`config.mk`:
```
export PLATFORM = sky130hd
export DESIGN_NAME = enc_decoder_flat
export DESIGN_NICKNAME = d
export VERILOG_FILES = /design/src/verilog/enc_pkg.sv /design/src/verilog/enc_link_if.sv /design/src/verilog/enc_decoder.sv /design/src/flat_wrapper.sv
export SDC_FILE = /design/constraint.sdc
export NUM_CORES = 1
export LEC_CHECK = 0
export ABC_AREA = 1
export BUFFER_PORTS_ARGS = -buffer_cell sky130_fd_sc_hd__buf_2
export CAP_MARGIN = 20
export CORE_UTILIZATION = 24
export CTS_BUF_LIST = sky130_fd_sc_hd__clkbuf_4 sky130_fd_sc_hd__clkbuf_8 sky130_fd_sc_hd__clkbuf_16
export DETAILED_ROUTE_END_ITERATION = 10
export PLACE_DENSITY = 0.46
export SYNTH_ARGS = -nofsm -noshare
export SYNTH_HDL_FRONTEND = slang
export SYNTH_SLANG_ARGS = --single-unit
```
`constraint.sdc`:
```
create_clock -name clock -period 8.66 [get_ports clock]
set_input_delay 1.732 -clock clock [delete_from_list [all_inputs] [get_ports clock]]
set_output_delay 1.732 -clock clock [all_outputs]
set_load 0.005 [all_outputs]
```
`src/verilog/enc_pkg.sv`:
```
// shared constants for the dual output position encoder link
package enc_pkg;
   localparam int CLK_HZ = 25_000_000;
   localparam int CLK_NS = 40;
   localparam int COUNTS_PER_REV = 1024;
   localparam int ANGLE_W = 10;
   // pulse-width frame period in microseconds, nominally 4 ms
   localparam int FRAME_US = 4000;
   localparam int FRAME_CYC = (FRAME_US * 1000) / CLK_NS;
   // high time per angle step, low floor so a zero angle still pulses
   localparam int STEP_CYC = 80;
   localparam int MIN_HIGH_CYC = 25;
   // decoder gives up after this many frames without a pulse
   localparam int LOSS_FRAMES = 3;
   localparam int LOSS_CYC = FRAME_CYC * LOSS_FRAMES;
   localparam int CNT_W = 24;
   localparam logic [1:0] PHASE_RESET = 2'b00;
   typedef enum logic [1:0] {
      PW_LOW = 2'b00,
      PW_HIGH = 2'b01
   } pw_state_t;
   typedef enum logic [1:0] {
      SEED_IDLE = 2'b00,
      SEED_WAIT = 2'b01,
      SEED_DONE = 2'b10
   } seed_state_t;
endpackage

```
`src/verilog/enc_link_if.sv`:
```
// link between the encoder and its decoder: two quadrature lines, one pulse
`timescale 1ns/1ns
`default_nettype none
interface enc_link_if;
   logic quad_a; // quadrature phase a
   logic quad_b; // quadrature phase b
   logic pw_out; // absolute angle pulse
   modport sensor (output quad_a, output quad_b, output pw_out);
   modport decoder (input quad_a, input quad_b, input pw_out);
endinterface
`default_nettype wire

```
`src/verilog/enc_decoder.sv`:
```
// decoder end: quadrature counter, pulse-width capture, loss detect
`timescale 1ns/1ns
`default_nettype none
module enc_decoder
   import enc_pkg::*;
#(
   parameter int LOSS_CYCLES = LOSS_CYC
) (
   input wire logic clock, // 25 MHz clock
   input wire logic rst_b, // synchronous reset, active low
   input wire logic seed_req, // load count from absolute angle
   enc_link_if.decoder link, // lines from the sensor
   output logic [31:0] quad_count, // relative quadrature count
   output logic [ANGLE_W-1:0] abs_angle, // last decoded absolute angle
   output logic abs_valid, // a full pulse has been decoded
   output logic sensor_lost, // no pulse for too long
   output logic seeded // count loaded from absolute angle
);
   logic [1:0] ab_ff, nxt_ab;
   logic [31:0] cnt_ff, nxt_cnt;
   logic pw_ff, nxt_pw;
   logic [CNT_W-1:0] hcnt_ff, nxt_hcnt, idle_ff, nxt_idle;
   logic [ANGLE_W-1:0] ang_ff, nxt_ang;
   logic val_ff, nxt_val, lost_ff, nxt_lost, done_ff;
   logic pw_fall;
   seed_state_t seed_ff, nxt_seed;

   // decode one gray step: +1, -1 or 0
   function automatic logic [1:0] step(input logic [1:0] p, n);
      logic [1:0] pg, ng;
      pg = {p[1], p[1] ^ p[0]};
      ng = {n[1], n[1] ^ n[0]};
      if (ng == pg + 2'd1) step = 2'b01;
      else if (ng == pg - 2'd1) step = 2'b11;
      else step = 2'b00;
   endfunction

   // quadrature count and seed sequence
   always_comb begin
      nxt_ab = {link.quad_a, link.quad_b};
      nxt_cnt = cnt_ff;
      nxt_seed = seed_ff;
      case (step(ab_ff, nxt_ab))
         2'b01: nxt_cnt = cnt_ff + 32'd1;
         2'b11: nxt_cnt = cnt_ff - 32'd1;
         default: nxt_cnt = cnt_ff;
      endcase
      case (seed_ff)
         SEED_IDLE: if (seed_req) nxt_seed = SEED_WAIT;
         // wait for the next pulse to end, then load its decoded angle
         SEED_WAIT: if (pw_fall) begin
            nxt_cnt = 32'(nxt_ang);
            nxt_seed = SEED_DONE;
         end
         SEED_DONE: if (seed_req) nxt_seed = SEED_WAIT;
         default: nxt_seed = SEED_IDLE;
      endcase
   end

   // pulse width measure; value only known once pulse ends
   always_comb begin
      nxt_pw = link.pw_out;
      pw_fall = pw_ff && !link.pw_out;
      nxt_hcnt = link.pw_out ? hcnt_ff + 1'b1 : '0;
      nxt_ang = ang_ff;
      nxt_val = val_ff;
      // idle count freezes once lost so it never wraps back to quiet
      nxt_idle = pw_fall ? '0 : (lost_ff ? idle_ff : idle_ff + 1'b1);
      nxt_lost = lost_ff;
      if (pw_fall) begin
         nxt_ang = ANGLE_W'((hcnt_ff + 1'b1 - CNT_W'(MIN_HIGH_CYC)
            + CNT_W'(STEP_CYC / 2)) / CNT_W'(STEP_CYC));
         nxt_val = 1'b1;
         nxt_lost = 1'b0;
      end else if (idle_ff >= CNT_W'(LOSS_CYCLES)) begin
         nxt_lost = 1'b1;
         nxt_val = 1'b0;
      end
   end

   always_ff @(posedge clock) begin
      if (!rst_b) begin
         ab_ff <= 2'b00;
         cnt_ff <= '0;
         pw_ff <= 1'b0;
         hcnt_ff <= '0;
         idle_ff <= '0;
         ang_ff <= '0;
         val_ff <= 1'b0;
         lost_ff <= 1'b0;
         seed_ff <= SEED_IDLE;
         done_ff <= 1'b0;
      end else begin
         ab_ff <= nxt_ab;
         cnt_ff <= nxt_cnt;
         pw_ff <= nxt_pw;
         hcnt_ff <= nxt_hcnt;
         idle_ff <= nxt_idle;
         ang_ff <= nxt_ang;
         val_ff <= nxt_val;
         lost_ff <= nxt_lost;
         seed_ff <= nxt_seed;
         done_ff <= (nxt_seed == SEED_DONE);
      end
   end

   assign quad_count = cnt_ff;
   assign abs_angle = ang_ff;
   assign abs_valid = val_ff;
   assign sensor_lost = lost_ff;
   assign seeded = done_ff;
endmodule
`default_nettype wire

```
`src/flat_wrapper.sv`:
```
// flat-port wrapper written by rule: the top's interface ports become plain ports
module enc_decoder_flat import enc_pkg::*;
#(
   parameter int LOSS_CYCLES = LOSS_CYC
)
  (clock, rst_b, seed_req, quad_count, abs_angle, abs_valid, sensor_lost, seeded, link_quad_a, link_quad_b, link_pw_out);
  enc_link_if link_i ();
  input wire logic clock;
  input wire logic rst_b;
  input wire logic seed_req;
  output logic [31:0] quad_count;
  output logic [ANGLE_W-1:0] abs_angle;
  output logic abs_valid;
  output logic sensor_lost;
  output logic seeded;
  input wire logic [$bits(link_i.quad_a)-1:0] link_quad_a;
  input wire logic [$bits(link_i.quad_b)-1:0] link_quad_b;
  input wire logic [$bits(link_i.pw_out)-1:0] link_pw_out;
  assign link_i.quad_a = link_quad_a;
  assign link_i.quad_b = link_quad_b;
  assign link_i.pw_out = link_pw_out;
  enc_decoder #(.LOSS_CYCLES(LOSS_CYCLES)) u_core (.clock(clock), .rst_b(rst_b), .seed_req(seed_req), .link(link_i), .quad_count(quad_count), .abs_angle(abs_angle), .abs_valid(abs_valid), .sensor_lost(sensor_lost), .seeded(seeded));
endmodule
```
After elaboration in Yosys (flattened, before gate mapping):

Index checks and enable logic that the tools add are counted.

* equal/unequal tests: 7
* bitwise logic cells: 3
* mux-type cells: 11
* order comparisons: 1
* reductions and logical operators: 7
* divide/modulo/power cells: 1
* add/sub/neg operators: 8

Operators with widths (number)
* 32-bit two-way mux: 2
* 32-bit case mux with 2 select lines: 1
* 24-bit by 1-bit adder with 24-bit output (second input constant): 2
* 32-bit by 1-bit adder with 32-bit output (second input constant): 1
* 32-bit by 1-bit subtractor with 32-bit output (second input constant): 1
* 24-bit by 6-bit adder with 24-bit output (second input constant): 1
* 24-bit by 7-bit divider with 24-bit output (second input constant): 1
* 24-bit by 19-bit >= comparator with 1-bit output (second input constant): 1
* 24-bit by 5-bit subtractor with 24-bit output (second input constant): 1
* 10-bit two-way mux: 1
* 2-bit two-way mux: 4
* 2-bit == test (second input constant): 3
* 2-bit by 1-bit == test with 1-bit output (second input constant): 2
* 2-bit == test: 2
* 2-bit case mux with 2 select lines: 1
* 2-bit OR reduction: 2
* 2-bit by 1-bit adder with 2-bit output (second input constant): 1
* 2-bit logical NOT: 1
* 1-bit two-way mux: 2
* 2-bit AND reduction: 1
* 2-bit nonzero test: 1
* 2-bit by 1-bit subtractor with 2-bit output (second input constant): 1
* 1-bit bitwise XOR: 2
* 1-bit logical AND: 1
* 2 further kinds: 2

* bits in registers: 98
* logic and storage cells: 48
* input port bits: 6
* output and inout bits: 45

Depth between registers and ports, before layout:

* depth after elaboration: 9
* gate-level depth with buffers: 96
* depth with buffers taken out: 96

Worst setup path before layout:

Ideal clock, no wire load.

* kind: input -> register
* start: input link_quad_b
* end: register u_core.cnt_ff[30] (netlist: u_core.quad_count[30])
* required time: 8.543 ns
* path slack: 0.830 ns
* setup time: 0.117 ns
* arrival time: 7.713 ns
* buffers on the path: 0
* stages: 40
* cells stage by stage: xor2_1 > or2_2 > nand2_1 > clkinv_1 > nor2_1 > inv_1 > fa_1 > o31ai_1 > inv_1 > nor2_1 > nor2_1 > o21ai_0 > inv_1 > nor2_1 > nor2_1 > o21ai_0 > nand3_1 > nand2_1 > (+4 left out) > o21ai_0 > a21oi_1 > o21ai_0 > nand2_1 > a21oi_1 > or2_2 > o21ai_0 > inv_1 > o21ai_0 > inv_1 > o21ai_0 > and2_1 > o21a_1 > nor2_1 > nand2_1 > nand2_1 > o221ai_1 > inv_1

* word-level cells in the longest chain between the ends: 8
* elaborated cells between the ends (all ways): 10
* classes of those cells: eq/ne (4); mux (5); bitwise (1)

Ends and longest elaborated chain
* start, declared: line flat_wrapper.sv:17 `input wire logic [$bits(link_i.quad_b)-1:0] link_quad_b;`
* 1-bit bitwise XOR (*): line enc_decoder.sv:32 `ng = {n[1], n[1] ^ n[0]};`
* 2-bit == test: line enc_decoder.sv:34 `else if (ng == pg - 2'd1) step = 2'b11;`
* 2-bit two-way mux: line enc_decoder.sv:34
* 2-bit two-way mux (*): line enc_decoder.sv:33 `if (ng == pg + 2'd1) step = 2'b01;`
* 2-bit == test or 2-bit by 1-bit == test with 1-bit output (tied branches): line enc_decoder.sv:43 `case (step(ab_ff, nxt_ab))`
* 32-bit case mux with 2 select lines (*): line enc_decoder.sv:43
* 32-bit two-way mux: line enc_decoder.sv:51 `SEED_WAIT: if (pw_fall) begin`
* 32-bit two-way mux (*): line enc_decoder.sv:48 `case (seed_ff)`
* end signal, assigned: line enc_decoder.sv:95 `cnt_ff <= nxt_cnt;`
* end, declared: line enc_decoder.sv:20 `logic [31:0] cnt_ff, nxt_cnt;`

Mark *: on every way between the ends. The rest lies on a longest branch, timed or not.
A chain may end at the register's enable or synchronous reset.

Final worst setup path:

* start: register u_core.hcnt_ff[1]
* end: register u_core.cnt_ff[1] (netlist: u_core.quad_count[1])

* word-level cells in the longest chain between the ends: 7

Ends and longest elaborated chain
* start, declared: line enc_decoder.sv:22 `logic [CNT_W-1:0] hcnt_ff, nxt_hcnt, idle_ff, nxt_idle;`
* start signal, assigned: line enc_decoder.sv:97 `hcnt_ff <= nxt_hcnt;`
* 24-bit by 1-bit adder with 24-bit output: line enc_decoder.sv:71 `nxt_ang = ANGLE_W'((hcnt_ff + 1'b1 - CNT_W'(MIN_HIGH_CYC)`
* 24-bit by 5-bit subtractor with 24-bit output: line enc_decoder.sv:71
* 24-bit by 6-bit adder with 24-bit output: line enc_decoder.sv:72 `+ CNT_W'(STEP_CYC / 2)) / CNT_W'(STEP_CYC));`
* 24-bit by 7-bit divider with 24-bit output: line enc_decoder.sv:72
* 10-bit two-way mux: line enc_decoder.sv:70 `if (pw_fall) begin`
* 32-bit two-way mux: line enc_decoder.sv:51
* 32-bit two-way mux: line enc_decoder.sv:48

Every way passes these cells.

==> metrics <==
outcome completed; row count 64; port bufs 50; via count between 7000 and 8000; final core occ about 31%; Tightest Pin Transition 0.9139 ns; Hold Vio Cnt, Final 0; critical path peak fanout 5; CTS root buffer clkbuf_16; WL/cell ~12 um; initial antenna violation count 0; total grt overflow 0; Core Region slightly above 30000 um^2; Final Power between 0.001 and 0.0015 W; max-capacitance violation count 0; Initial Util between 20% and 30%; DIE WIDTH 180.2 um; Crit-path slowest cell dfxtp_4; Post-Syn Nets 1252; die height 180.2 um; Final #Nets around 1300; clock sink count 98; Antenna diodes 0; Worst Skew approximately 0.015 ns; post-route ant nets 0; Synth Register Bits approximately 100; Clk Latency, worst-skew pair between 0.3 and 0.4 ns; worst path arrival time 8.26 ns; Worst EP required ~8.9 ns; final setup violation count 0; synth warn 0; Post-Synthesis Cells 1211; clk buf depth 2; Mapped Area 7624 um^2; Synth Flop Type dfxtp_1; syn_area_per_cell 6.295 um^2; leakage 4.633 nW; Max Slew Vio Count 0; CTS tree yes; Hold Path Depth 1; Peak VDD IR between 0.07 and 0.08 mV; Critical Path Start Type flop; Tcrit/Tclk final between 90% and 100%; Pre-Repair DR Iteration Count 4; DR vias/cell around 4.4; drt total wl 19560 um; WS Path Type reg2reg; CP dominant cell by count nand2_4; Post-CTS Hold Fix Bufs 0; H-tree depth 3; IO Pins slightly above 50; slew margin rel. 38.93%; clk slew on worst S/H paths roughly 0.080 ns; Post-route DRC 0; share of layout cells above drive strength 1 25.69%; critical path's top delay family simple AND/OR/NAND/NOR gates; First DRT Iteration DRCs 323; Max Fclk 0.1250 GHz; Cells after DPL 1648; Setup TNS 0 ns; Die ar. 32480 um^2; vias in the first global route about 6800; Worst Hold Class reg2reg; Max stage delay on crit path 0.37 ns; Distinct cells, synth 48; Async SR Flop Fraction 0%; synthesis-to-finish area growth 25.55%; Final min period 8.002 ns; first-pass GRT wire length 32670 um; HPWL after DPL 14520 um; PwrDens 127.5 nW/um^2; Worst path depth between 80 and 90; largest net degree at the start of global routing 47; final RePlAce weighted congestion 0.7782; gr usage total around 12%; sequential area share after synthesis around a quarter; CP endpoint kind flop; Buf/Inv on CP 11; cts bufs inserted 9; number of enable flip-flop cells after synthesis 0; Worst Reg-to-Reg Cells 85; Layout Cells excl Fill 1700
-- final timing paths --
check	from	endpoint	slack [ns]
max	u_core.hcnt_ff[1]$_SDFF_PN0_	u_core.quad_count[1]$_SDFF_PN0_	0.66
min	u_core.idle_ff[8]$_SDFFE_PP0N_	u_core.idle_ff[8]$_SDFFE_PP0N_	0.45
max reg2reg	u_core.hcnt_ff[1]$_SDFF_PN0_	u_core.quad_count[1]$_SDFF_PN0_	0.66
min reg2reg	u_core.idle_ff[8]$_SDFFE_PP0N_	u_core.idle_ff[8]$_SDFFE_PP0N_	0.45
-- metal layers --
metal / track usage [%] / part of all wire (%)
met1: 15.93 / 50
met2: 20.19 / 47
met3: 1.617 / 1.7
met4: 4.137 / 1.6
met5: 0 / 0
-- through the flow --
| step | worst slack (ns) | cell area, um^2 | hold WS [ns] |
|---|---|---|---|
| finish | 0.6582 | 9572 | 0.4534 |
| global route | -0.1846 | 9572 | 0.4713 |
| CTS | 0.2499 | 8681 | 0.4531 |
| detailed placement | 0.2731 | 8358 | 0.4399 |
| global placement | 0.2910 | 8358 | 0.4354 |
| floorplan | 0.8299 | 7624 | 0.4228 |
-- synth_stat cells, types with 12 or more instances --
library cell	number	area [um^2]
nor3_1	12	60.06
nand3_2	13	130.1
o211ai_1	18	135.1
inv_2	27	101.4
o21ai_0	51	255.2
a21oi_1	53	265.3
inv_1	170	638.1
nand2_1	300	1126
nor2_1	125	469.2
dfxtp_1	98	1962
nand2_2	52	325.3
nand4_1	28	175.2
nand3_1	87	435.4
ha_1	34	425.4
xor2_1	18	157.7
-- what timing repair did --
action | 4_1_cts | 5_1_grt
endpoints found under the setup margin | 0 | 8
resized for setup | 0 | 148
buffers inserted | 0 | 37
hold endpoints to repair | 0 | 0
-- report_power, final --
part	total [W]	internal [W]	switching (W)
sequential	0.000504	0.000478	0.0000261
combinational	0.000261	0.000105	0.000156
clock	0.000455	0.000256	0.000199
total	0.00122	0.000840	0.000380
-- cells by family after synthesis --
family	Yosys count	share of synthesized area, %
compound gates	169	13.29
xor+xnor	29	3.627
fa+ha+maj	35	5.843
buf+inv	218	10.82
flops	98	25.73
simple gates	662	40.69
-- layout by cell type, fill, tap and decap left out, types with 6 or more instances in the layout --
cell type | Yosys | final
nand2_1 | 300 | 256
inv_1 | 170 | 169
nor2_1 | 125 | 110
dfxtp_1 | 98 | 92
nand3_1 | 87 | 69
nand2_2 | 52 | 66
a21oi_1 | 53 | 51
o21ai_0 | 51 | 51
buf_2 | 1 | 50
buf_4 | 0 | 40
nand2_4 | 9 | 39
ha_1 | 34 | 33
nand4_1 | 28 | 28
inv_2 | 27 | 25
nand3_2 | 13 | 24
o211ai_1 | 18 | 18
nor2_2 | 11 | 17
xor2_1 | 18 | 16
nor2_4 | 6 | 15
nor3_1 | 12 | 12
a31oi_1 | 9 | 9
clkbuf_16 | 0 | 9
xnor2_1 | 8 | 8
nand3_4 | 1 | 8
or2_2 | 6 | 6
nand3b_1 | 6 | 6
o21ai_1 | 6 | 6
o31ai_1 | 6 | 6
-- area by class of cell --
cell class	instances	area [um^2]
Clock buffer	9	225.2
Clock inverter	6	97.59
Fill cell	3348	21340
Inverter	204	780.7
Multi-Input combinational cell	895	5405
Sequential cell	98	1977
Tap cell	396	495.5
Timing Repair Buffer	92	590.6
-- flip-flops by register name, summed over array words and instances, names as in the netlist --
name and count:
u_core.seeded 1, u_core.abs_angle 10, u_core.hcnt_ff 24, u_core.abs_valid 1, u_core.quad_count 32, u_core.idle_ff 24
u_core.seed_ff 2, u_core.ab_ff 2, u_core.pw_ff 1, u_core.sensor_lost 1
No activity file was read; power rests on OpenSTA's default activity.
